## src/smc_pkg.sv

```systemverilog
package smc_pkg;

    localparam int unsigned SMC_NUM   = 17;
    localparam int unsigned SMC_MAXW  = 24;
    localparam int unsigned SMC_AW    = 8;
    localparam int unsigned SMC_LENW  = 14;
    localparam int unsigned SMC_COLLW = 5;

    // counter index; byte address is four times the index
    localparam int unsigned SMC_TX_OK      = 0;
    localparam int unsigned SMC_SCOL       = 1;
    localparam int unsigned SMC_MCOL       = 2;
    localparam int unsigned SMC_RX_OK      = 3;
    localparam int unsigned SMC_CRC_ERR    = 4;
    localparam int unsigned SMC_ALIGN_ERR  = 5;
    localparam int unsigned SMC_DEFER      = 6;
    localparam int unsigned SMC_LATE_COLL  = 7;
    localparam int unsigned SMC_EXCESS     = 8;
    localparam int unsigned SMC_CARRIER    = 9;
    localparam int unsigned SMC_UNDERRUN   = 10;
    localparam int unsigned SMC_SYMBOL     = 11;
    localparam int unsigned SMC_OVERSIZE   = 12;
    localparam int unsigned SMC_JABBER     = 13;
    localparam int unsigned SMC_UNDERSIZE  = 14;
    localparam int unsigned SMC_HEARTBEAT  = 15;
    localparam int unsigned SMC_DISCARD    = 16;

    localparam int unsigned SMC_WIDTH [SMC_NUM] = '{
        24, 16, 16, 24, 8, 8, 16, 8, 8, 8, 8, 8, 8, 8, 8, 8, 16
    };

    localparam logic [SMC_AW-1:0] SMC_CTRL_OFFSET = 8'h44;
    localparam int unsigned       SMC_CTRL_EN_BIT  = 0;
    localparam int unsigned       SMC_CTRL_CLR_BIT = 1;
    localparam logic              SMC_CTRL_EN_RST  = 1'b1;
    localparam logic [SMC_MAXW-1:0] SMC_CNT_RST    = 24'h000000;

    localparam logic [SMC_LENW-1:0]  SMC_LEN_MIN    = 14'h0040;
    localparam logic [SMC_LENW-1:0]  SMC_LEN_MAX    = 14'h05ee;
    localparam logic [SMC_COLLW-1:0] SMC_COLL_LIMIT = 5'h10;

    typedef struct packed {
        logic [SMC_NUM-1:0][SMC_MAXW-1:0] cnt;
        logic                             en;
        logic                             pready;
        logic                             pslverr;
        logic [31:0]                      prdata;
    } smc_state_t;

endpackage

```

## src/smc_stat_counters.sv

```systemverilog
`timescale 1ns/1ps
module smc_stat_counters
    import smc_pkg::*;
#(
    // widths up to SMC_MAXW; defaults are the documented sizes
    // transmit counters
    parameter int unsigned TX_OK_W         = 24,
    parameter int unsigned SINGLE_COLL_W   = 16,
    parameter int unsigned MULTI_COLL_W    = 16,
    parameter int unsigned DEFER_W         = 16,
    parameter int unsigned LATE_COLL_W     = 8,
    parameter int unsigned EXCESS_COLL_W   = 8,
    parameter int unsigned CARRIER_W       = 8,
    parameter int unsigned UNDERRUN_W      = 8,
    parameter int unsigned HEARTBEAT_W     = 8,
    // receive counters
    parameter int unsigned RX_OK_W         = 24,
    parameter int unsigned CRC_ERR_W       = 8,
    parameter int unsigned ALIGN_ERR_W     = 8,
    parameter int unsigned SYMBOL_W        = 8,
    parameter int unsigned OVERSIZE_W      = 8,
    parameter int unsigned JABBER_W        = 8,
    parameter int unsigned UNDERSIZE_W     = 8,
    parameter int unsigned DISCARD_W       = 16
)
(
    input  wire logic                            ref_clk_i,
    input  wire logic                            rstn_i,
    // apb slave
    input  wire logic                            psel_i,
    input  wire logic                            penable_i,
    input  wire logic                            pwrite_i,
    input  wire logic [smc_pkg::SMC_AW-1:0]      paddr_i,
    input  wire logic [31:0]                     pwdata_i,
    output logic      [31:0]                     prdata_o,
    output logic                                 pready_o,
    output logic                                 pslverr_o,
    // transmit engine, one pulse per finished frame
    input  wire logic                            tx_done_i,
    input  wire logic [smc_pkg::SMC_COLLW-1:0]   tx_coll_count_i,
    input  wire logic                            tx_late_coll_i,
    input  wire logic                            tx_carrier_lost_i,
    input  wire logic                            tx_half_duplex_i,
    input  wire logic                            tx_underrun_i,
    input  wire logic                            tx_deferred_i,
    input  wire logic                            tx_heartbeat_missing_i,
    // receive engine, one pulse per finished frame
    input  wire logic                            rx_done_i,
    input  wire logic                            rx_addr_match_i,
    input  wire logic [smc_pkg::SMC_LENW-1:0]    rx_length_i,
    input  wire logic                            rx_crc_bad_i,
    input  wire logic                            rx_odd_bits_i,
    input  wire logic                            rx_symbol_err_i,
    input  wire logic                            rx_no_buffer_i
);
    import smc_pkg::*;

    smc_state_t                       st_reg;
    smc_state_t                       st_next;
    logic [SMC_NUM-1:0][SMC_MAXW-1:0] cnt_max;
    // next counts and read selects, one per counter
    logic [SMC_NUM-1:0][SMC_MAXW-1:0] cnt_upd;
    logic [SMC_NUM-1:0][SMC_MAXW-1:0] cnt_sel;
    logic [SMC_MAXW-1:0]              cnt_rd;
    logic [SMC_NUM-1:0]               inc;
    logic [SMC_NUM-1:0]               rd_clear;

    // widths in counter index order, each at most SMC_MAXW
    localparam int unsigned CNT_W [SMC_NUM] = '{
        TX_OK_W,
        SINGLE_COLL_W,
        MULTI_COLL_W,
        RX_OK_W,
        CRC_ERR_W,
        ALIGN_ERR_W,
        DEFER_W,
        LATE_COLL_W,
        EXCESS_COLL_W,
        CARRIER_W,
        UNDERRUN_W,
        SYMBOL_W,
        OVERSIZE_W,
        JABBER_W,
        UNDERSIZE_W,
        HEARTBEAT_W,
        DISCARD_W
    };

    // per-counter saturation value from its width
    for (genvar i = 0; i < SMC_NUM; i++)
    begin : g_max
        localparam logic [31:0] MAX32 = (32'h1 << CNT_W[i]) - 32'h1;
        assign cnt_max[i] = MAX32[SMC_MAXW-1:0];
    end

    // frame classification
    logic tx_ur;
    logic tx_abandon;
    logic tx_clean;
    logic rx_sym;
    logic rx_len_ok;
    logic rx_long;
    logic rx_short;
    logic rx_err;

    always_comb
    begin
        tx_ur      = tx_done_i & tx_underrun_i;
        tx_clean   = tx_done_i & ~tx_underrun_i;
        // sixteen collisions means the frame was given up
        tx_abandon = tx_coll_count_i >= SMC_COLL_LIMIT;
        rx_sym     = rx_done_i & rx_addr_match_i & rx_symbol_err_i;
        rx_len_ok  = (rx_length_i >= SMC_LEN_MIN) && (rx_length_i <= SMC_LEN_MAX);
        rx_long    = rx_length_i > SMC_LEN_MAX;
        rx_short   = rx_length_i < SMC_LEN_MIN;
        // odd bits only err through the crc, so crc covers alignment
        rx_err     = rx_crc_bad_i | rx_symbol_err_i;

        inc = '0;
        inc[SMC_TX_OK]     = tx_clean & ~tx_abandon;
        inc[SMC_SCOL]      = tx_clean & ~tx_carrier_lost_i
                             & (tx_coll_count_i == 5'h01);
        inc[SMC_MCOL]      = tx_clean & ~tx_carrier_lost_i & ~tx_abandon
                             & (tx_coll_count_i >= 5'h02);
        inc[SMC_DEFER]     = tx_clean & tx_deferred_i
                             & (tx_coll_count_i == 5'h00);
        // late collision, also in collision counts
        inc[SMC_LATE_COLL] = tx_clean & tx_late_coll_i & ~tx_carrier_lost_i;
        inc[SMC_EXCESS]    = tx_clean & tx_abandon & ~tx_carrier_lost_i;
        inc[SMC_CARRIER]   = tx_clean & tx_half_duplex_i & tx_carrier_lost_i
                             & ~tx_abandon;
        inc[SMC_UNDERRUN]  = tx_ur;
        inc[SMC_HEARTBEAT] = tx_clean & tx_heartbeat_missing_i;

        inc[SMC_RX_OK]     = rx_done_i & ~rx_sym & rx_addr_match_i & rx_len_ok
                             & ~rx_crc_bad_i;
        inc[SMC_CRC_ERR]   = rx_done_i & ~rx_sym & rx_addr_match_i & rx_len_ok
                             & rx_crc_bad_i & ~rx_odd_bits_i;
        inc[SMC_ALIGN_ERR] = rx_done_i & ~rx_sym & rx_addr_match_i & rx_len_ok
                             & rx_crc_bad_i & rx_odd_bits_i;
        inc[SMC_SYMBOL]    = rx_sym;
        // length classes ignore the address match on purpose
        // long and clean
        inc[SMC_OVERSIZE]  = rx_done_i & ~rx_sym & rx_long & ~rx_err;
        inc[SMC_JABBER]    = rx_done_i & ~rx_sym & rx_long & rx_err;
        inc[SMC_UNDERSIZE] = rx_done_i & ~rx_sym & rx_short & ~rx_err;
        inc[SMC_DISCARD]   = rx_done_i & ~rx_sym & rx_addr_match_i & rx_no_buffer_i;
    end

    // bus decode
    logic                     access;
    logic                     aligned;
    logic [SMC_AW-3:0]        word_idx;
    logic                     is_cnt;
    logic                     is_ctrl;
    logic                     rd_cnt;
    logic                     clr_all;

    always_comb
    begin
        // one wait state: answer lands the cycle after access starts
        access   = psel_i & penable_i & ~st_reg.pready;
        aligned  = paddr_i[1:0] == 2'b00;
        word_idx = paddr_i[SMC_AW-1:2];
        is_cnt   = aligned && (word_idx < SMC_NUM[SMC_AW-3:0]);
        is_ctrl  = paddr_i == SMC_CTRL_OFFSET;
        // a counter read clears on the capturing edge
        rd_cnt   = access & ~pwrite_i & is_cnt;
        // write-1 clear-all, self-clearing
        clr_all  = access & pwrite_i & is_ctrl & pwdata_i[SMC_CTRL_CLR_BIT];
    end

    // per-counter clear, count and read select
    for (genvar i = 0; i < SMC_NUM; i++)
    begin : g_cnt
        logic hit;

        // hit decodes this counter's word index
        assign hit         = word_idx == (SMC_AW-2)'(i);
        assign rd_clear[i] = (rd_cnt & hit) | clr_all;
        // and-or read mux avoids indexing past the last counter
        assign cnt_sel[i]  = (rd_cnt & hit) ? st_reg.cnt[i] : SMC_CNT_RST;

        // one saturating update per counter
        smc_cnt_next i_next
        (
            .cnt_i   (st_reg.cnt[i]),
            .max_i   (cnt_max[i]),
            .clear_i (rd_clear[i]),
            .inc_i   (inc[i]),
            .en_i    (st_reg.en),
            .next_o  (cnt_upd[i])
        );
    end

    always_comb
    begin
        cnt_rd = SMC_CNT_RST;
        // at most one select is live at a time
        for (int i = 0; i < SMC_NUM; i++)
        begin
            cnt_rd = cnt_rd | cnt_sel[i];
        end
    end

    always_comb
    begin
        st_next         = st_reg;
        st_next.pready  = 1'b0;
        // counts move every cycle, bus access or not
        st_next.cnt     = cnt_upd;

        if (access)
        begin
            st_next.pready  = 1'b1;
            st_next.pslverr = 1'b0;
            st_next.prdata  = 32'h00000000;
            if (!pwrite_i)
            begin
                if (is_cnt)
                begin
                    // read returns the value before clearing
                    st_next.prdata           = {8'h00, cnt_rd};
                end
                else if (is_ctrl)
                begin
                    // clear-all bit is a strobe, only enable reads back
                    st_next.prdata[SMC_CTRL_EN_BIT] = st_reg.en;
                end
                else
                begin
                    st_next.pslverr = 1'b1;
                end
            end
            else
            begin
                if (is_ctrl)
                begin
                    st_next.en = pwdata_i[SMC_CTRL_EN_BIT];
                end
                else if (!is_cnt)
                begin
                    // counters ignore writes quietly; only holes error
                    st_next.pslverr = 1'b1;
                end
            end
        end
    end

    always_ff @(posedge ref_clk_i or negedge rstn_i)
    begin
        if (!rstn_i)
        begin
            st_reg.cnt     <= '0;
            st_reg.en      <= SMC_CTRL_EN_RST;
            st_reg.pready  <= 1'b0;
            st_reg.pslverr <= 1'b0;
            st_reg.prdata  <= 32'h00000000;
        end
        else
        begin
            // counters and bus answer advance together
            st_reg <= st_next;
        end
    end

    assign prdata_o  = st_reg.prdata;
    assign pready_o  = st_reg.pready;
    assign pslverr_o = st_reg.pslverr;

endmodule // smc_stat_counters

// saturating next value for one counter; combinational,
// the state itself stays in the top module's struct
module smc_cnt_next
    import smc_pkg::*;
(
    input  wire logic [smc_pkg::SMC_MAXW-1:0] cnt_i,
    input  wire logic [smc_pkg::SMC_MAXW-1:0] max_i,
    input  wire logic                         clear_i,
    input  wire logic                         inc_i,
    input  wire logic                         en_i,
    output logic      [smc_pkg::SMC_MAXW-1:0] next_o
);
    import smc_pkg::*;

    logic [SMC_MAXW-1:0] base;

    always_comb
    begin
        // clear before counting, so an event in the clearing cycle
        // starts the new count instead of being lost
        base   = clear_i ? SMC_CNT_RST : cnt_i;
        next_o = base;
        // hold at all ones
        // max_i is the all-ones value of the counter's own width
        if (inc_i && en_i && (base != max_i))
        begin
            next_o = base + 24'h000001;
        end
    end

endmodule // smc_cnt_next

```

## config.mk

```make
export PLATFORM = sky130hd
export DESIGN_NAME = smc_stat_counters
export DESIGN_NICKNAME = d
export VERILOG_FILES = /design/src/smc_pkg.sv /design/src/smc_stat_counters.sv
export SDC_FILE = /design/constraint.sdc
export NUM_CORES = 1
export LEC_CHECK = 0
export BUFFER_PORTS_ARGS = -buffer_cell sky130_fd_sc_hd__buf_2
export CAP_MARGIN = 20
export CORE_MARGIN = 2
export CORE_UTILIZATION = 50
export DETAILED_ROUTE_END_ITERATION = 8
export MAX_ROUTING_LAYER = met4
export PLACE_DENSITY = 0.67
export SYNTH_ARGS = -nofsm -noshare
export SYNTH_HDL_FRONTEND = slang
export SYNTH_SLANG_ARGS = --single-unit
```

## constraint.sdc

```tcl
create_clock -name ref_clk_i -period 4.2 [get_ports ref_clk_i]
set_input_delay 0.42 -clock ref_clk_i [delete_from_list [all_inputs] [get_ports ref_clk_i]]
set_output_delay 0.42 -clock ref_clk_i [all_outputs]
set_load 0.005 [all_outputs]
```

# Word-level counts from Yosys, hierarchy flattened
# Index checks and enable logic that the tools add are counted.
dict set report classes {
  n_lt_le_gt_ge 7
  n_mux 61
  add_sub_neg 17
  eq_ne 35
  n_reduce_logical 40
  bitwise 99
}
# op count
set ops {}
lappend ops {{$mux 24} 51}
lappend ops {{$add 24x1->24 const B} 17}
lappend ops {{$or 24x24->24} 16}
lappend ops {{$ne 24x8->1 const B} 11}
lappend ops {{$ne 24x16->1 const B} 4}
lappend ops {{$and 1x1->1} 56}
lappend ops {{$eq 6x4->1 const B} 8}
lappend ops {{$ne 24x24->1 const B} 2}
lappend ops {{$logic_and 1x1->1} 36}
lappend ops {{$mux 34} 1}
lappend ops {{$mux 32} 1}
lappend ops {{$eq 6x3->1 const B} 4}
lappend ops {{$mux 23} 1}
lappend ops {{$or 1x1->1} 18}
lappend ops {{$ge 14x7->1 const B} 1}
lappend ops {{$gt 14x11->1 const B} 1}
lappend ops {{$le 14x11->1 const B} 1}
lappend ops {{$lt 14x7->1 const B} 1}
lappend ops {{$eq 6x2->1 const B} 2}
lappend ops {{$not 1->1} 9}
lappend ops {{$eq 8x7->1 const B} 1}
lappend ops {{$mux 1} 7}
lappend ops {{$eq 6x1->1 const B} 1}
lappend ops {{$eq 6x5->1 const B} 1}
lappend ops {{other kinds (8)} 8}
dict set report totals {
  in_bits 77
  register_bits 443
  output_inout_bits 34
  elab_cells 280
}

# Longest topological paths before layout
# Gate-level depths: netlist of the first run.
dict set report depth {
  ltp_word 25
  mapped_depth 16
  depth_no_buf 12
}

# Hierarchy
# Synthesis of the first run repeated with hierarchy kept, for this count alone.
dict set report unflattened {
  hier_cells 4423
  hier_area_um2 38697.1
}
# module instances area_each_um2 seq_area_each_um2 cells_per_inst
set by_module_without_submodules {}
lappend by_module_without_submodules {smc_cnt_next 17 1407.6 0.0 200}
lappend by_module_without_submodules {smc_stat_counters 1 14767.9 10886.7 1023}

# Worst setup path before layout of the first run
# No wires, ideal clock.
dict set report synth_timing {
  kind {input-to-reg}
  startpoint {input paddr_i[1] (netlist name)}
  endpoint {register st_reg[82] (netlist name)}
  path_buffers 2
  path_stages 13
  arrival_ps 3836
  required_ps 4122
  slack_ps 287
  setup_time_ps 78
  path_cell_list {buf_2 > or4b_1 > buf_2 > nor4_1 > o21ai_0 > and2_1 > ha_1 > nand2_1 > nor2_1 > a311oi_1 > nand2_1 > or3_1 > a21oi_1}
}
# item line
set synth_rtl {}
lappend synth_rtl {{from (decl)} smc_stat_counters.sv:33} ;# input wire logic [smc_pkg::SMC_AW-1:0] paddr_i,
lappend synth_rtl {{to (signal assigned)} smc_stat_counters.sv:263} ;# st_reg <= st_next;
lappend synth_rtl {{to (decl)} smc_stat_counters.sv:58} ;# smc_state_t st_reg;

==> impl_metrics.tcl, run 1 <==
set metrics [dict create \
    outcome "finished, final reports clean" \
    switching_share_pct 23.7 \
    ys_ff_latch 435 \
    area_delta_synth_final_pct 14.0 \
    drtPass1Iterations 8 \
    floorplan.rows 83 \
    dp_worst_setup_slack_ps -75.2 \
    crit_start "pready_o$_DFF_PN0_" \
    post-route-min-period_ps 4010 \
    synth-edff-count 0 \
    irDropWorstVdd_uv 329 \
    number_of_buffers_added_by_the_clock_tree_synthesis_step 50 \
    cts_max_level 2 \
    routed_wirelength_mm 114 \
    worst_setup_path_start_kind "flip-flop" \
    layout-drive-gt1-share_pct 11.4 \
    netlist.area_leader.share_pct 41.4 \
    timing.final.max_slew_violations 0 \
    synth_most_common_cell "dfrtp_1" \
    gr-usage-all-layers_pct 43.5 \
    relative_max_transition_margin_pct 19.8 \
    synth.distinct_cells 80 \
    postSynthAreaPerCell_um2 8.78 \
    end_kind "flip-flop" \
    placement.cell_area_um2 28100 \
    antenna_found_initial 5 \
    max_cap_viol_count 0 \
    largest_net_degree_at_the_start_of_global_routing 116 \
    detailroute.via_count 26100 \
    place.port_buffers 72 \
    grt_pass1_wl_mm 166 \
    internal-power_mw 6.98 \
    combinational_family_with_the_most_area_after_synthesis "simple AND/OR/NAND/NOR gates" \
    reg2reg_slack_ps 190 \
    combinational_cell_fraction_of_total_power_pct 3.7 \
    number_of_global_route_vias_before_repair 24300 \
    ctsLongestPathBuffers 3 \
    grt.overflow.total 0 \
    synthesis.instances 2984 \
    dpl.hpwl_mm 88.6 \
    xor_xnor_share_of_the_synthesized_area_pct 11.3 \
    gp_routability_congestion 1.05 \
    fin_worst_skew_ps 28.1 \
    critPathMaxFanout 30 \
    timing.fmax_mhz 249 \
    stdcell_area_um2 29900 \
    p_switching_mw 2.16 \
    worst_r2r_endpoint "st_reg[156]$_DFF_PN0_" \
    total_power_mw 9.14 \
    initial_util_pct 50.8 \
    design.die.area_um2 54300 \
    post_drt_wl_per_cell_um 29.6 \
    min-delay-path-class "in2reg" \
    clk_pin_slew_worst_paths_ps 60 \
    worst_skew_pair.late_latency_ps 620 \
    clock-sinks 435 \
    ff_to_ff_path_depth 11 \
    antenna_violating_nets_post_route 0 \
    post_synth_fa_ha_maj_area_fraction_pct 0.811 \
    post_cts_buffers 0 \
    final-setup-viol-count 0 \
    clockPowerShare_pct 50.1 \
    worst_ep_required_time_ps 4690 \
    nNetsFinal 3216 \
    largest_register_ff_count 409 \
    synth_async_reset_ratio_pct 100 \
    synth.cells.most_frequent "434 x dfrtp_1, 411 x nor2_1, 231 x nand2_1" \
    critPathArrivalTime_ps 4500 \
    ys.flop_type "dfrtp_1" \
    tritoncts "built" \
    yosys-top-cells-area "dfrtp_1 41%, nor2_1 5.9%, xor2_1 5.8%" \
    final.hold.worst_slack_ps 71.0 \
    synth_warnings 0 \
    clk_root_buffer_cell "clkbuf_16" \
    setup_ws_ps 192 \
    crit_type "reg2reg" \
    tightest_slew_ps 1190 \
    post_synthesis_simple_gate_area_fraction_pct 29.5 \
    final-hold-violation-count 0 \
    synth.mux.area_fraction_pct 2.00 \
    reg2reg_from "pready_o$_DFF_PN0_" \
    synth_top_area_cell "dfrtp_1" \
    pwr_density_cell_nw_per_um2 306 \
    fp.dieH_um 233 \
    leakagePower_nw 12.5 \
    seq_area_frac_synth_pct 41.5 \
    seqPwrFrac_pct 46.1 \
    floorplan.die.width_um 233 \
    drc 0 \
    first_iter_violations 3731 \
    design.core.area_um2 51600 \
    synthesized_area_fraction_occupied_by_ao_oa_aoi_and_oai_cells_pct 12.0 \
    pin_count 111 \
    syn_area_um2 26200 \
    via_cell_ratio 6.78 \
    min_period_over_period_pct 95.4 \
    grt_setup_unrepaired "no" \
    timing.critical_path.to "st_reg[156]$_DFF_PN0_" \
]
layer usage:
| metal | vias up | global-route usage (%) | wire (µm) |
|---|---|---|---|
| met5 | - | - | 0 |
| met4 | 0 | 22.0 | 6990 |
| met3 | 319 | 9.01 | 12300 |
| met2 | 1602 | 63.8 | 49800 |
| met1 | 13000 | 57.1 | 45100 |
| li1 | 11300 | - | - |
power groups by stage:
stage | logic [mW] | clock network, mW | registers [mW]
after CTS | 0.337 | 4.62 | 4.22
after global routing | 0.366 | 4.80 | 4.22
after global placement | 0.328 | 0 | 4.29
after detailed placement | 0.334 | 0 | 4.29
final | 0.343 | 4.58 | 4.22
after floorplan | 0.123 | 0 | 4.29
worst max-delay path: stages (launching register included):
cell and delay (ps):
dfrtp_1 450, nand3b_1 170, buf_4 430, nor4_1 140, buf_4 210, o21ai_0 610
and2_1 260, ha_1 190, nand4_1 190, or2_2 370, o211ai_2 440, mux2_2 400
per-stage QoR:
step	util (%)	setup TNS (ps)	instances
floorplan	-	0	2991
global placement	54.5	0	3748
detailed placement	54.5	-90.7	3749
CTS	57.8	0	3843
global route	57.9	0	3848
finish	57.9	0	3852
cells in the final DEF (no fill, tap or decap), types with 52 or more instances in the layout:
master	instances
dfrtp_1	434
nor2_1	409
nand2_1	231
nand3_1	202
xor2_1	173
xnor2_1	164
nand4_1	146
buf_4	142
nor4_1	100
a21oi_1	99
nor3_1	94
o21ai_0	75
a22oi_1	74
and3_1	72
buf_2	72
clkbuf_16	52
kinds of logic (layout without fill, tap and decap cells):
group / after synthesis / in the layout
flops: 435 / 435
xor+xnor: 337 / 337
other cells: 1 / 17
simple gates: 1511 / 1511
buf+inv: 184 / 356
mux: 48 / 48
compound gates: 451 / 451
fa+ha+maj: 17 / 17
how the worst min path moves through the flow:
stage	startpoint	end	slack [ps]	depth (start not counted)
2_1_floorplan	rstn_i	prdata_o[0]$_DFFE_PN0N_	120	0
3_3_place_gp	pslverr_o$_DFFE_PN0N_	pslverr_o$_DFFE_PN0N_	500	2
3_5_place_dp	pslverr_o$_DFFE_PN0N_	pslverr_o$_DFFE_PN0N_	530	2
4_1_cts	pwdata_i[0]	st_reg[34]$_DFFE_PN1P_	50	2
5_1_grt	pwdata_i[0]	st_reg[34]$_DFFE_PN1P_	50	2
6_report	pwdata_i[0]	st_reg[34]$_DFFE_PN1P_	70	2
cell type report:
class | count | area [µm²]
inverters | 43 | 161
clock inverters | 18 | 249
multi-input cells | 2372 | 14700
flip-flops and latches | 435 | 10900
fillers | 4619 | 21700
repair buffers | 220 | 1530
well taps | 680 | 851
clock buffers | 75 | 1450
diodes | 9 | 22.5
what timing repair did:
| action | 4_1_cts | 5_1_grt |
|---|---|---|
| endpoints found under the hold margin | 73 | 0 |
| setup endpoints to repair | 1 | 1 |
| hold buffers | 1 | 0 |
| gates resized for setup | 1 | 1 |
(Power assumes the default switching activity.)
==> inputs of run 2 (changes only) <==
PLACE_DENSITY = 0.66   (was 0.67)
==> impl_metrics.tcl, run 2 (synthesis results as in run 1) <==
set metrics [dict create \
    number_of_global_route_vias_before_repair 24300 \
    clk_root_buffer_cell "clkbuf_16" \
    worst_skew_pair.late_latency_ps 600 \
    clk_pin_slew_worst_paths_ps 60 \
    irDropWorstVdd_uv 264 \
    tritoncts "built" \
    area_delta_synth_final_pct 14.0 \
    switching_share_pct 23.0 \
    p_switching_mw 2.12 \
    grt_pass1_wl_mm 165 \
    drtPass1Iterations 6 \
    ctsLongestPathBuffers 3 \
    internal-power_mw 7.10 \
    initial_util_pct 50.8 \
    routed_wirelength_mm 113 \
    combinational_cell_fraction_of_total_power_pct 3.8 \
    layout-drive-gt1-share_pct 11.4 \
    largest_register_ff_count 409 \
    outcome "finished, final reports clean" \
    leakagePower_nw 12.5 \
    post_drt_wl_per_cell_um 29.4 \
    dpl.hpwl_mm 87.5 \
    grt.overflow.total 0 \
    final-hold-violation-count 0 \
    gr-usage-all-layers_pct 43.0 \
    end_kind "flip-flop" \
    largest_net_degree_at_the_start_of_global_routing 112 \
    drc 0 \
    final-setup-viol-count 0 \
    detailroute.via_count 25900 \
    seqPwrFrac_pct 45.7 \
    met3RoutedLength_mm 12.2 \
    min-delay-path-class "in2reg" \
    grt_setup_unrepaired "no" \
    design.die.area_um2 54300 \
    post-route-min-period_ps 3930 \
    uppermost_layer_routed "met4" \
    pwr_density_cell_nw_per_um2 309 \
    critPathArrivalTime_ps 4410 \
    setup_total_negative_slack_ps 0 \
    fp.dieH_um 233 \
    via_cell_ratio 6.74 \
    total_power_mw 9.23 \
    clock-sinks 435 \
    design.core.area_um2 51600 \
    antenna_violating_nets_post_route 0 \
    cts_max_level 2 \
    crit_type "reg2reg" \
    min_period_over_period_pct 93.5 \
    nFillCells 4579 \
    worst_ep_required_time_ps 4680 \
    relative_max_transition_margin_pct 17.9 \
    pin_count 111 \
    max_cap_viol_count 0 \
    place.port_buffers 72 \
    critPathMaxFanout 15 \
    worst_setup_path_start_kind "flip-flop" \
    gp_routability_congestion 1.13 \
    timing.fmax_mhz 255 \
    nNetsFinal 3207 \
    wl_met2_mm 47.9 \
    final_cell_mix "434 x dfrtp_1, 410 x nor2_1, 231 x nand2_1" \
    antenna_found_initial 5 \
    wl_met1_mm 44.7 \
    floorplan.rows 83 \
    layout.cells.most_common "dfrtp_1" \
    clockPowerShare_pct 50.5 \
    first_iter_violations 3306 \
    number_of_buffers_added_by_the_clock_tree_synthesis_step 49 \
    fin_worst_skew_ps 11.6 \
    timing.final.max_slew_violations 0 \
    post_cts_buffers 0 \
    floorplan.die.width_um 233 \
    tightest_slew_ps 1230 \
]
run 2: cell count changes in the layout (fill, tap and decap cells not counted), sizes merged:
cell	before	now
buf	219	210
clkbuf	75	66
bufinv	5	7
clkinv	12	14
clkinvlp	2	3
diode	9	8
inv	42	43
run 2: final timing paths:
path | start | end | slack, ps | cells after the start
hold / removal | pwdata_i[0] | st_reg[34]$_DFFE_PN1P_ | 60 | 2
max in group asynchronous | rstn_i | st_reg[280]$_DFF_PN0_ | 2710 | 3
hold reg to reg | pslverr_o$_DFFE_PN0N_ | pslverr_o$_DFFE_PN0N_ | 520 | 2
min in group asynchronous | rstn_i | st_reg[39]$_DFF_PN0_ | 540 | 2
setup reg to reg | pready_o$_DFF_PN0_ | st_reg[262]$_DFF_PN0_ | 270 | 12
setup / recovery | pready_o$_DFF_PN0_ | st_reg[262]$_DFF_PN0_ | 270 | 12
run 2: stage by stage:
stage / worst slack [ps] / hold WS [ps] / std cells / area [µm²] / utilization [%]
floorplan: 287 / 124 / 2991 / 26200 / -
global placement: 252 / 492 / 3740 / 28100 / 54.5
detailed placement: 161 / 507 / 3740 / 28100 / 54.5
CTS: 293 / 36.3 / 3830 / 29900 / 57.9
global route: 120 / 55.7 / 3836 / 29900 / 57.9
finish: 273 / 60.3 / 3839 / 29900 / 57.9
run 2: power groups by stage:
stage	combinational [mW]	sequential [mW]	clock (mW)
2_1_floorplan	0.123	4.29	0
3_3_place_gp	0.338	4.29	0
3_5_place_dp	0.343	4.29	0
4_1_cts	0.345	4.22	4.71
5_1_grt	0.376	4.21	4.87
6_report	0.352	4.22	4.66
run 2: critical path, cell delays in order (launching register included):
cell	delay [ps]
dfrtp_1	450
nand4bb_1	450
buf_4	290
nor4_2	80
buf_12	170
o21ai_1	610
and2_1	270
ha_1	210
nand4b_1	140
o311ai_0	740
nor4b_1	160
xnor2_1	170
nor2_1	60
run 2: what timing repair did:
| action | 4_1_cts | 5_1_grt |
|---|---|---|
| endpoints found under the setup margin | 0 | 2 |
| hold endpoints to repair | 103 | 0 |
| resized for setup | 0 | 1 |
| hold buffers | 1 | 0 |
run 2: cell type report:
type | instances | area (µm²) | area share [%]
repair buffers | 212 | 1520 | 5.10
inverters | 43 | 161 | 0.540
diodes | 8 | 20.0 | 0.0670
multi-input cells | 2372 | 14700 | 49.2
flip-flops and latches | 435 | 10900 | 36.4
clock buffers | 65 | 1430 | 4.78
well taps | 680 | 851 | 2.85
clock inverters | 24 | 307 | 1.03
run 2: metal layers:
metal  track usage, %  vias up
li1                 -    11200
met1             54.9    12700
met2             61.2     1540
met3             11.6      362
met4             25.3        0
met5                -        -
